<file path="config.mk">
export PLATFORM = sky130hd
export DESIGN_NAME = swd_watchdog
export DESIGN_NICKNAME = d
export VERILOG_FILES = /design/src/hdl/swd_pkg.sv /design/src/hdl/swd_cnt_if.sv /design/src/hdl/swd_watchdog.sv /design/src/hdl/swd_countdown.sv
export SDC_FILE = /design/constraint.sdc
export NUM_CORES = 1
export LEC_CHECK = 0
export BUFFER_PORTS_ARGS = -buffer_cell sky130_fd_sc_hd__buf_2
export CAP_MARGIN = 30
export CORE_ASPECT_RATIO = 2
export CORE_MARGIN = 1
export CORE_UTILIZATION = 30
export DETAILED_ROUTE_END_ITERATION = 10
export MAX_ROUTING_LAYER = met4
export PLACE_DENSITY = 0.6
export SLEW_MARGIN = 40
export SYNTH_ARGS = -nofsm -noshare
export SYNTH_HDL_FRONTEND = slang
export SYNTH_SLANG_ARGS = --single-unit
export TNS_END_PERCENT = 10
</file>
<file path="constraint.sdc">
create_clock -name ref_clk_i -period 2.9 [get_ports ref_clk_i]
set_input_delay 0.29 -clock ref_clk_i [delete_from_list [all_inputs] [get_ports ref_clk_i]]
set_output_delay 0.29 -clock ref_clk_i [all_outputs]
set_load 0.01 [all_outputs]
</file>
<file path="src/hdl/swd_pkg.sv">
// Purpose : shared constants for the software watchdog timer
// Assumes : control register is written one byte at a time by the cpu
// Notes   : all bit positions and widths used by the design live here
package swd_pkg;

  // control register layout
  localparam int unsigned CTRL_W          = 8;     // register width
  localparam int unsigned ARM_TOGGLE_BIT  = 7;     // arm_toggle_bit
  localparam int unsigned DIS_TOGGLE_BIT  = 6;     // disarm_toggle_bit
  localparam int unsigned RST_TOGGLE_BIT  = 5;     // restart_toggle_bit
  localparam int unsigned TIMEOUT_W       = 5;     // timeout field width
  localparam logic [CTRL_W-1:0] CTRL_RESET = 8'h00; // control after reset

  // countdown counter
  localparam int unsigned CNT_W = 6;                 // holds timeout + 2
  // load margin: one for the +1 of the field, one so the partial first
  // tick never shortens the interval (expiry lands up to a tick late)
  localparam logic [CNT_W-1:0] CNT_MARGIN = 6'h02;
  localparam logic [CNT_W-1:0] CNT_ONE    = 6'h01;   // last count
  localparam logic [CNT_W-1:0] CNT_ZERO   = 6'h00;   // idle count

  // expiry action strap and interrupt vector
  localparam logic       EXPIRY_RESET_DEFAULT = 1'b1; // reset selected
  localparam logic [15:0] EXPIRY_VECTOR       = 16'h0063;
  localparam logic [15:0] VECTOR_NONE         = 16'h0000;

endpackage : swd_pkg

</file>
<file path="src/hdl/swd_cnt_if.sv">
// Purpose : carries control and status between watchdog core and counter
// Assumes : single clock domain, driven by the watchdog top
// Notes   : ctl side belongs to the top, cnt side to the countdown
`timescale 1ns/100ps
interface swd_cnt_if;
  import swd_pkg::*;
  logic             run;       // counter armed
  logic             load;      // one-cycle reload request
  logic [CNT_W-1:0] load_val;  // reload value, timeout + margin
  logic             tick;      // timebase tick pulse
  logic             expire;    // one-cycle expiry pulse
  logic [CNT_W-1:0] count;     // current count, for status and checks

  modport ctl (output run, load, load_val, tick, input expire, count);
  modport cnt (input run, load, load_val, tick, output expire, count);
endinterface : swd_cnt_if

</file>
<file path="src/hdl/swd_watchdog.sv">
// Purpose : software watchdog timer with toggle-sequence control
// Assumes : cpu writes the control register through a byte write strobe;
//           the timebase tick comes from logic on the same clock
// Notes   : expiry action strap is sampled once after reset release
`timescale 1ns/100ps

// Overview of operation
// expiry resets device or flags interrupt per strap
// strap selects action only, software arms
// bit 7 one-then-zero arms the countdown
// countdown is timeout field plus one ticks
// expiry may come one tick late
// new timeout used at next expiry or restart
// bit 5 one-then-zero reloads the counter
// software restarts faster than the countdown period
// armed watchdog counts until disarm or reset
// bit 6 one-then-zero disarms until rearmed
// watchdog reset restarts the whole device
// interrupt flag, enables gate vector 0063 hex
// flag stays until software clears it
// idle wake only with wake enable set
// strap fixed at programming, defaults to reset
// toggle seen when written one becomes zero
// after reset disarmed, flag and timeout clear
module swd_watchdog (
  input  wire logic                      ref_clk_i,          // system clock
  input  wire logic                      rst_i,              // device reset
  input  wire logic                      ctrl_wr_i,          // write strobe
  input  wire logic [swd_pkg::CTRL_W-1:0] ctrl_wdata_i,      // write byte
  input  wire logic                      tick_i,             // timebase tick
  input  wire logic                      expiry_reset_select_i, // strap
  input  wire logic                      flag_clear_i,       // sw clears flag
  input  wire logic                      expiry_interrupt_enable_i,
  input  wire logic                      global_interrupt_enable_i,
  input  wire logic                      idle_wake_on_expiry_i,
  input  wire logic                      cpu_idle_i,         // cpu in idle
  output logic [swd_pkg::CTRL_W-1:0]     ctrl_rdata_o,       // register view
  output logic                           armed_o,            // counting
  output logic                           expiry_interrupt_flag_o,
  output logic                           irq_request_o,      // to cpu
  output logic [15:0]                    irq_vector_o,       // target addr
  output logic                           idle_wake_o,        // leave idle
  output logic                           wdt_reset_req_o     // device reset
);
  import swd_pkg::*;

  // control register and derived state
  logic [CTRL_W-1:0] ctrl_reg;       // watchdog_control as last written
  logic              armed_reg;      // countdown running
  logic              strap_reg;      // captured expiry_reset_select
  logic              strap_done_reg; // strap captured since reset
  logic              load_reg;       // reload request to the counter
  logic              flag_reg;       // expiry_interrupt_flag
  logic              flag_next;      // next flag value
  logic              reset_req_reg;  // held watchdog reset request
  logic              irq_reg;        // registered interrupt request
  logic              wake_reg;       // registered idle wake
  logic [15:0]       vector_reg;     // registered vector
  logic [CTRL_W-1:0] rdata_reg;      // registered read view

  // toggle events decoded from the write itself
  logic arm_evt;                     // arm sequence completed
  logic dis_evt;                     // disarm sequence completed
  logic rst_evt;                     // restart sequence completed

  swd_cnt_if cnt_bus ();             // link to the countdown

  // a toggle is a stored one overwritten by a zero; a zero written over
  // a zero does nothing, so plain timeout updates never disturb the timer
  assign arm_evt = ctrl_wr_i && ctrl_reg[ARM_TOGGLE_BIT] &&
                   !ctrl_wdata_i[ARM_TOGGLE_BIT];
  assign dis_evt = ctrl_wr_i && ctrl_reg[DIS_TOGGLE_BIT] &&
                   !ctrl_wdata_i[DIS_TOGGLE_BIT];
  assign rst_evt = ctrl_wr_i && ctrl_reg[RST_TOGGLE_BIT] &&
                   !ctrl_wdata_i[RST_TOGGLE_BIT];

  // control register holds the byte as written
  always_ff @(posedge ref_clk_i or posedge rst_i) begin
    if (rst_i) begin
      ctrl_reg <= CTRL_RESET;
    end else if (ctrl_wr_i) begin
      ctrl_reg <= ctrl_wdata_i;
    end
  end

  // strap capture: the configuration pin is static, but it is read by a
  // clock edge after release so the async reset only loads constants
  always_ff @(posedge ref_clk_i or posedge rst_i) begin
    if (rst_i) begin
      strap_reg      <= EXPIRY_RESET_DEFAULT;
      strap_done_reg <= 1'b0;
    end else if (!strap_done_reg) begin
      strap_reg      <= expiry_reset_select_i;
      strap_done_reg <= 1'b1;
    end
  end

  // run state: only software sequences decide it; the strap never does
  always_ff @(posedge ref_clk_i or posedge rst_i) begin
    if (rst_i) begin
      armed_reg <= 1'b0;
    end else if (dis_evt) begin
      armed_reg <= 1'b0;             // disarm wins a double toggle
    end else if (arm_evt) begin
      armed_reg <= 1'b1;
    end
  end

  // reload on arm or restart, one cycle later so the new timeout byte
  // is already in the control register when the counter samples it
  always_ff @(posedge ref_clk_i or posedge rst_i) begin
    if (rst_i) begin
      load_reg <= 1'b0;
    end else begin
      load_reg <= !dis_evt && (arm_evt || (rst_evt && armed_reg));
    end
  end

  // counter connections
  assign cnt_bus.run      = armed_reg;
  assign cnt_bus.load     = load_reg;
  assign cnt_bus.load_val = CNT_W'(ctrl_reg[TIMEOUT_W-1:0])
                            + CNT_MARGIN;
  assign cnt_bus.tick     = tick_i;

  swd_countdown u_countdown (
    .ref_clk_i (ref_clk_i),
    .rst_i     (rst_i),
    .cnt_if    (cnt_bus)
  );

  // interrupt flag: set beats a simultaneous clear so no expiry is lost
  always_comb begin
    flag_next = flag_reg;
    if (flag_clear_i) begin
      flag_next = 1'b0;
    end
    if (cnt_bus.expire && !strap_reg) begin
      flag_next = 1'b1;
    end
  end

  always_ff @(posedge ref_clk_i or posedge rst_i) begin
    if (rst_i) begin
      flag_reg <= 1'b0;
    end else begin
      flag_reg <= flag_next;
    end
  end

  // watchdog reset request: held until the system reset lands on rst_i,
  // which resets every register here like the rest of the device
  always_ff @(posedge ref_clk_i or posedge rst_i) begin
    if (rst_i) begin
      reset_req_reg <= 1'b0;
    end else if (cnt_bus.expire && strap_reg) begin
      reset_req_reg <= 1'b1;
    end
  end

  // interrupt request stays high while the flag and both enables are set, so an uncleared
  // flag requests the interrupt again after return
  always_ff @(posedge ref_clk_i or posedge rst_i) begin
    if (rst_i) begin
      irq_reg    <= 1'b0;
      vector_reg <= VECTOR_NONE;
    end else begin
      irq_reg    <= flag_reg && expiry_interrupt_enable_i &&
                    global_interrupt_enable_i;
      vector_reg <= EXPIRY_VECTOR;
    end
  end

  // idle wake: a pending interrupt wakes the cpu only with wake enabled
  always_ff @(posedge ref_clk_i or posedge rst_i) begin
    if (rst_i) begin
      wake_reg <= 1'b0;
    end else begin
      wake_reg <= cpu_idle_i && idle_wake_on_expiry_i && flag_reg &&
                  expiry_interrupt_enable_i &&
                  global_interrupt_enable_i;
    end
  end

  // read view of the control register
  always_ff @(posedge ref_clk_i or posedge rst_i) begin
    if (rst_i) begin
      rdata_reg <= CTRL_RESET;
    end else begin
      rdata_reg <= ctrl_wr_i ? ctrl_wdata_i : ctrl_reg;
    end
  end

  // outputs, all straight from flip-flops
  assign ctrl_rdata_o            = rdata_reg;
  assign armed_o                 = armed_reg;
  assign expiry_interrupt_flag_o = flag_reg;
  assign irq_request_o           = irq_reg;
  assign irq_vector_o            = vector_reg;
  assign idle_wake_o             = wake_reg;
  assign wdt_reset_req_o         = reset_req_reg;
endmodule : swd_watchdog

</file>
<file path="src/hdl/swd_countdown.sv">
// Purpose : tick-driven countdown of the watchdog
// Assumes : tick is a one-cycle pulse on ref_clk_i
// Notes   : the reload value is sampled only on load or on expiry
`timescale 1ns/100ps
module swd_countdown (
  input  wire logic ref_clk_i,  // system clock
  input  wire logic rst_i,      // async reset, active high
  swd_cnt_if.cnt    cnt_if      // control from the watchdog top
);
  import swd_pkg::*;

  logic [CNT_W-1:0] count_reg;  // remaining ticks
  logic             expire_reg; // expiry pulse

  // countdown: stopped counter sits at zero and never expires
  always_ff @(posedge ref_clk_i or posedge rst_i) begin
    if (rst_i) begin
      count_reg <= CNT_ZERO;
    end else if (!cnt_if.run) begin
      count_reg <= CNT_ZERO;
    end else if (cnt_if.load) begin
      count_reg <= cnt_if.load_val;       // restart picks up new timeout
    end else if (cnt_if.tick) begin
      if (count_reg == CNT_ONE) begin
        count_reg <= cnt_if.load_val;     // keeps running after expiry
      end else begin
        count_reg <= count_reg - CNT_ONE; // one tick gone
      end
    end
  end

  // expiry pulse on the tick that consumes the last count
  always_ff @(posedge ref_clk_i or posedge rst_i) begin
    if (rst_i) begin
      expire_reg <= 1'b0;
    end else begin
      expire_reg <= cnt_if.run && !cnt_if.load && cnt_if.tick &&
                    (count_reg == CNT_ONE);
    end
  end

  assign cnt_if.count  = count_reg;
  assign cnt_if.expire = expire_reg;
endmodule : swd_countdown

</file>
==> metrics.md <==
| Metric | Value |
|---|---|
| Result of the run | `finished, final reports clean` |
| Setup violations, final | `0` |
| Flop and latch count out of synthesis | `23` |
| H-tree level count | `1` |
| Overall track demand over capacity in global routing | `0.124` |
| Post-detailed-route count of antenna-violating nets | `0` |
| Maximum number of buffers from clock root to sink | `2` |
| Commonest cells after routing, fill and taps aside | `sky130_fd_sc_hd__buf_2 (34), sky130_fd_sc_hd__dfrtp_1 (22), sky130_fd_sc_hd__conb_1 (13)` |
| CTS tree | `yes` |
| Cell depth of the worst flop-to-flop path | `6` |
| Number of buffers and inverters on the critical path | `1` |
| Resize count post-CTS | `0` |
| Final critical-path share of the clock period | `0.572` |
| Area delta synth->final | `15.7%` |
| Seq/Total Area, Yosys | `0.470` |
| RSZ-0062 raised after global routing | `false` |
| Max reg flops | `8` |
| Clock tree root buffer cell | `sky130_fd_sc_hd__clkbuf_8` |
| Maximum net fanout on the critical path | `8` |
| Peak supply drop | `0.000331 V` |
| Die Footprint | `0.00436 sq mm` |
| Setup slack of the critical path after layout | `1.24 ns` |
| Time the worst path needs with I/O delays and setup | `1.66 ns` |
| Drt initial violations | `13` |
| Crit path DAT | `1.81 ns` |
| Biggest cell delay along the critical path | `0.42 ns` |
| Share of final-layout standard cells stronger than drive strength 1 | `0.359` |
| Filler instances | `418` |
| X dimension of the die | `47.2 um` |
| Worst clock skew on the final layout | `0.00542 ns` |
| Residual overflow from global routing | `0` |
| Yosys cell types | `40` |
| Routability Congestion | `0.705` |
| Element type at the critical path end | `flip-flop` |
| Minimum setup slack after placement | `1.27 ns` |
| Top_reg_cell synth | `sky130_fd_sc_hd__dfrtp_1` |
| Number of clock buffers inserted by TritonCTS | `3` |
| Commonest non-fill, non-tap cell in the layout | `sky130_fd_sc_hd__buf_2` |
| Count of flip-flops with a built-in enable after synthesis | `0` |
| Post-Synthesis Cell Area | `0.00123 sq mm` |
| Number of top-level pins | `47` |
| Highest clock rate | `0.603 GHz` |
| Yosys synthesis warning count | `0` |
| CTS Sinks | `23` |
| Power per Cell Area | `679 mW/mm^2` |
| Reg2Reg Setup Slack | `1.24 ns` |
| Core region area | `0.00388 sq mm` |
| Layout Nets | `167` |
| Die Height | `92.4 um` |
| Critical path's top delay family | `compound AO/OA/AOI/OAI gates` |
| Clock latency at the later pin of the worst-skew pair | `0.27 ns` |
| Via density per instance | `4.62` |
| Clock-pin transition on the worst setup and hold timing paths | `0.08 ns` |
| Setup TNS | `0 ns` |
| Number of antenna cells inserted | `0` |
| Origin of the critical flop-to-flop path | `u_countdown.cnt_if.count[1]` |
| Fraction of registers with async set/reset | `1.00` |
| Crit Path Class | `reg -> reg` |
| Final-report hold violation count | `0` |
| Cell with the largest stage delay on the worst path | `sky130_fd_sc_hd__dfrtp_1` |
| Detailed Place HPWL | `1.97 mm` |
| Site row count | `32` |
| Largest net degree at the start of global routing | `24` |
| Starting utilization of the core area | `0.316` |
| Routed length per instance | `12.6 um` |
| Post-CTS setup buffer count | `0` |
| Post-cts hold buffer count | `0` |
| Final count of pins violating max slew | `0` |
| Number of buffers inserted by port buffering | `34` |
| Critical Path Source Type | `flip-flop` |
| Total number of vias | `906` |
| Max cap viols | `0` |
| Synthesized instance count | `114` |
| Routed wire length | `2.46 mm` |
| Worst min-delay path category | `in -> async` |
| Wire length of the first global-routing pass | `3.83 mm` |
| Drt first pass iters | `4` |
| Antenna violations before repair | `0` |
| Critical Path, Cell by Cell | `inv_1, ha_1, nor2b_1, a21oi_4, nor3_1, a221o_2` |
| Static Leakage | `0.705 nW` |
| Syn Area/Cell | `10.8 sq um` |
| Vias in the first global route | `868` |
| Worst EP required | `3.05 ns` |
| Number of remaining DRC errors | `0` |
| Capture instance of the worst register-to-register path | `u_countdown.cnt_if.count[3]` |
-- Yosys cell counts, types with 3 or more instances --
cell	instances	area [sq um]
sky130_fd_sc_hd__nor2b_1	3	18.8
sky130_fd_sc_hd__mux2i_1	3	30.0
sky130_fd_sc_hd__mux2_2	7	78.8
sky130_fd_sc_hd__o21ai_0	5	25.0
sky130_fd_sc_hd__and3_1	3	18.8
sky130_fd_sc_hd__nand2_1	6	22.5
sky130_fd_sc_hd__nand3_1	4	20.0
sky130_fd_sc_hd__nor3_1	3	15.0
sky130_fd_sc_hd__o22ai_1	3	18.8
sky130_fd_sc_hd__dfrtp_1	22	551
sky130_fd_sc_hd__inv_1	7	26.3
sky130_fd_sc_hd__ha_1	3	37.5
sky130_fd_sc_hd__buf_4	16	120
-- kinds of logic after synthesis --
logic type                 synth area share
and+or+nand+nor                       0.134
buffers and inverters                 0.127
DFF                                   0.470
AOI/OAI and AO/OA                     0.130
muxes                                0.0888
adders and majority gates            0.0306
other                               0.00612
xor gates and xnor gates             0.0143
-- per-layer routing --
layer  wire (um)  share of wire  vias up  GRT usage
met3          99          0.040        6     0.0175
li1            -              -      437          -
met5           0              0        -          -
met1         897           0.36      430      0.124
met2        1400           0.57       33      0.212
met4          69          0.028        0     0.0762
-- area by class of cell --
type	count	area [sq um]	area share
multi-input cells	77	536	0.377
clock inverters	1	5.00	0.00353
flip-flops and latches	23	577	0.407
repair buffers	34	170	0.120
clock buffers	3	41.3	0.0291
well taps	51	63.8	0.0450
inverters	7	26.3	0.0185
-- how the worst max path moves through the flow --
stage | slack, ns | cells past startpoint | endpoint | startpoint
final | 1.24 | 6 | u_countdown.cnt_if.count[3] | u_countdown.cnt_if.count[1]
after CTS | 1.25 | 6 | u_countdown.cnt_if.count[3] | u_countdown.cnt_if.count[1]
after floorplan | 1.42 | 6 | u_countdown.cnt_if.count[3] | u_countdown.cnt_if.count[1]
after global routing | 1.11 | 6 | u_countdown.cnt_if.count[4] | u_countdown.cnt_if.count[1]
after detailed placement | 1.27 | 6 | u_countdown.cnt_if.count[3] | u_countdown.cnt_if.count[1]
after global placement | 1.36 | 6 | u_countdown.cnt_if.count[3] | u_countdown.cnt_if.count[1]
-- through the flow --
step	power, W	hold slack (ns)	area, sq um	instances	util
finish	0.000964	0.0328	1420	196	0.365
global route	0.00103	0.0701	1420	196	0.365
CTS	0.000977	0.0590	1420	196	0.365
detailed placement	0.000770	0.357	1370	192	0.353
global placement	0.000757	0.436	1370	192	0.353
floorplan	0.000687	0.291	1270	125	-
-- power breakdown --
group          internal, W  switching [W]
clock            0.0000961       0.000106
sequential        0.000378      0.0000693
combinational     0.000147       0.000167
-- worst register-to-register path, delay by kind of cell, from the launching register on --
family / cells / cell delay (ns)
simple gates: 2 / 0.26
buf+inv: 1 / 0.10
flops: 1 / 0.42
fa+ha+maj: 1 / 0.19
compound gates: 2 / 0.58
No activity file was read; power rests on OpenSTA's default activity.
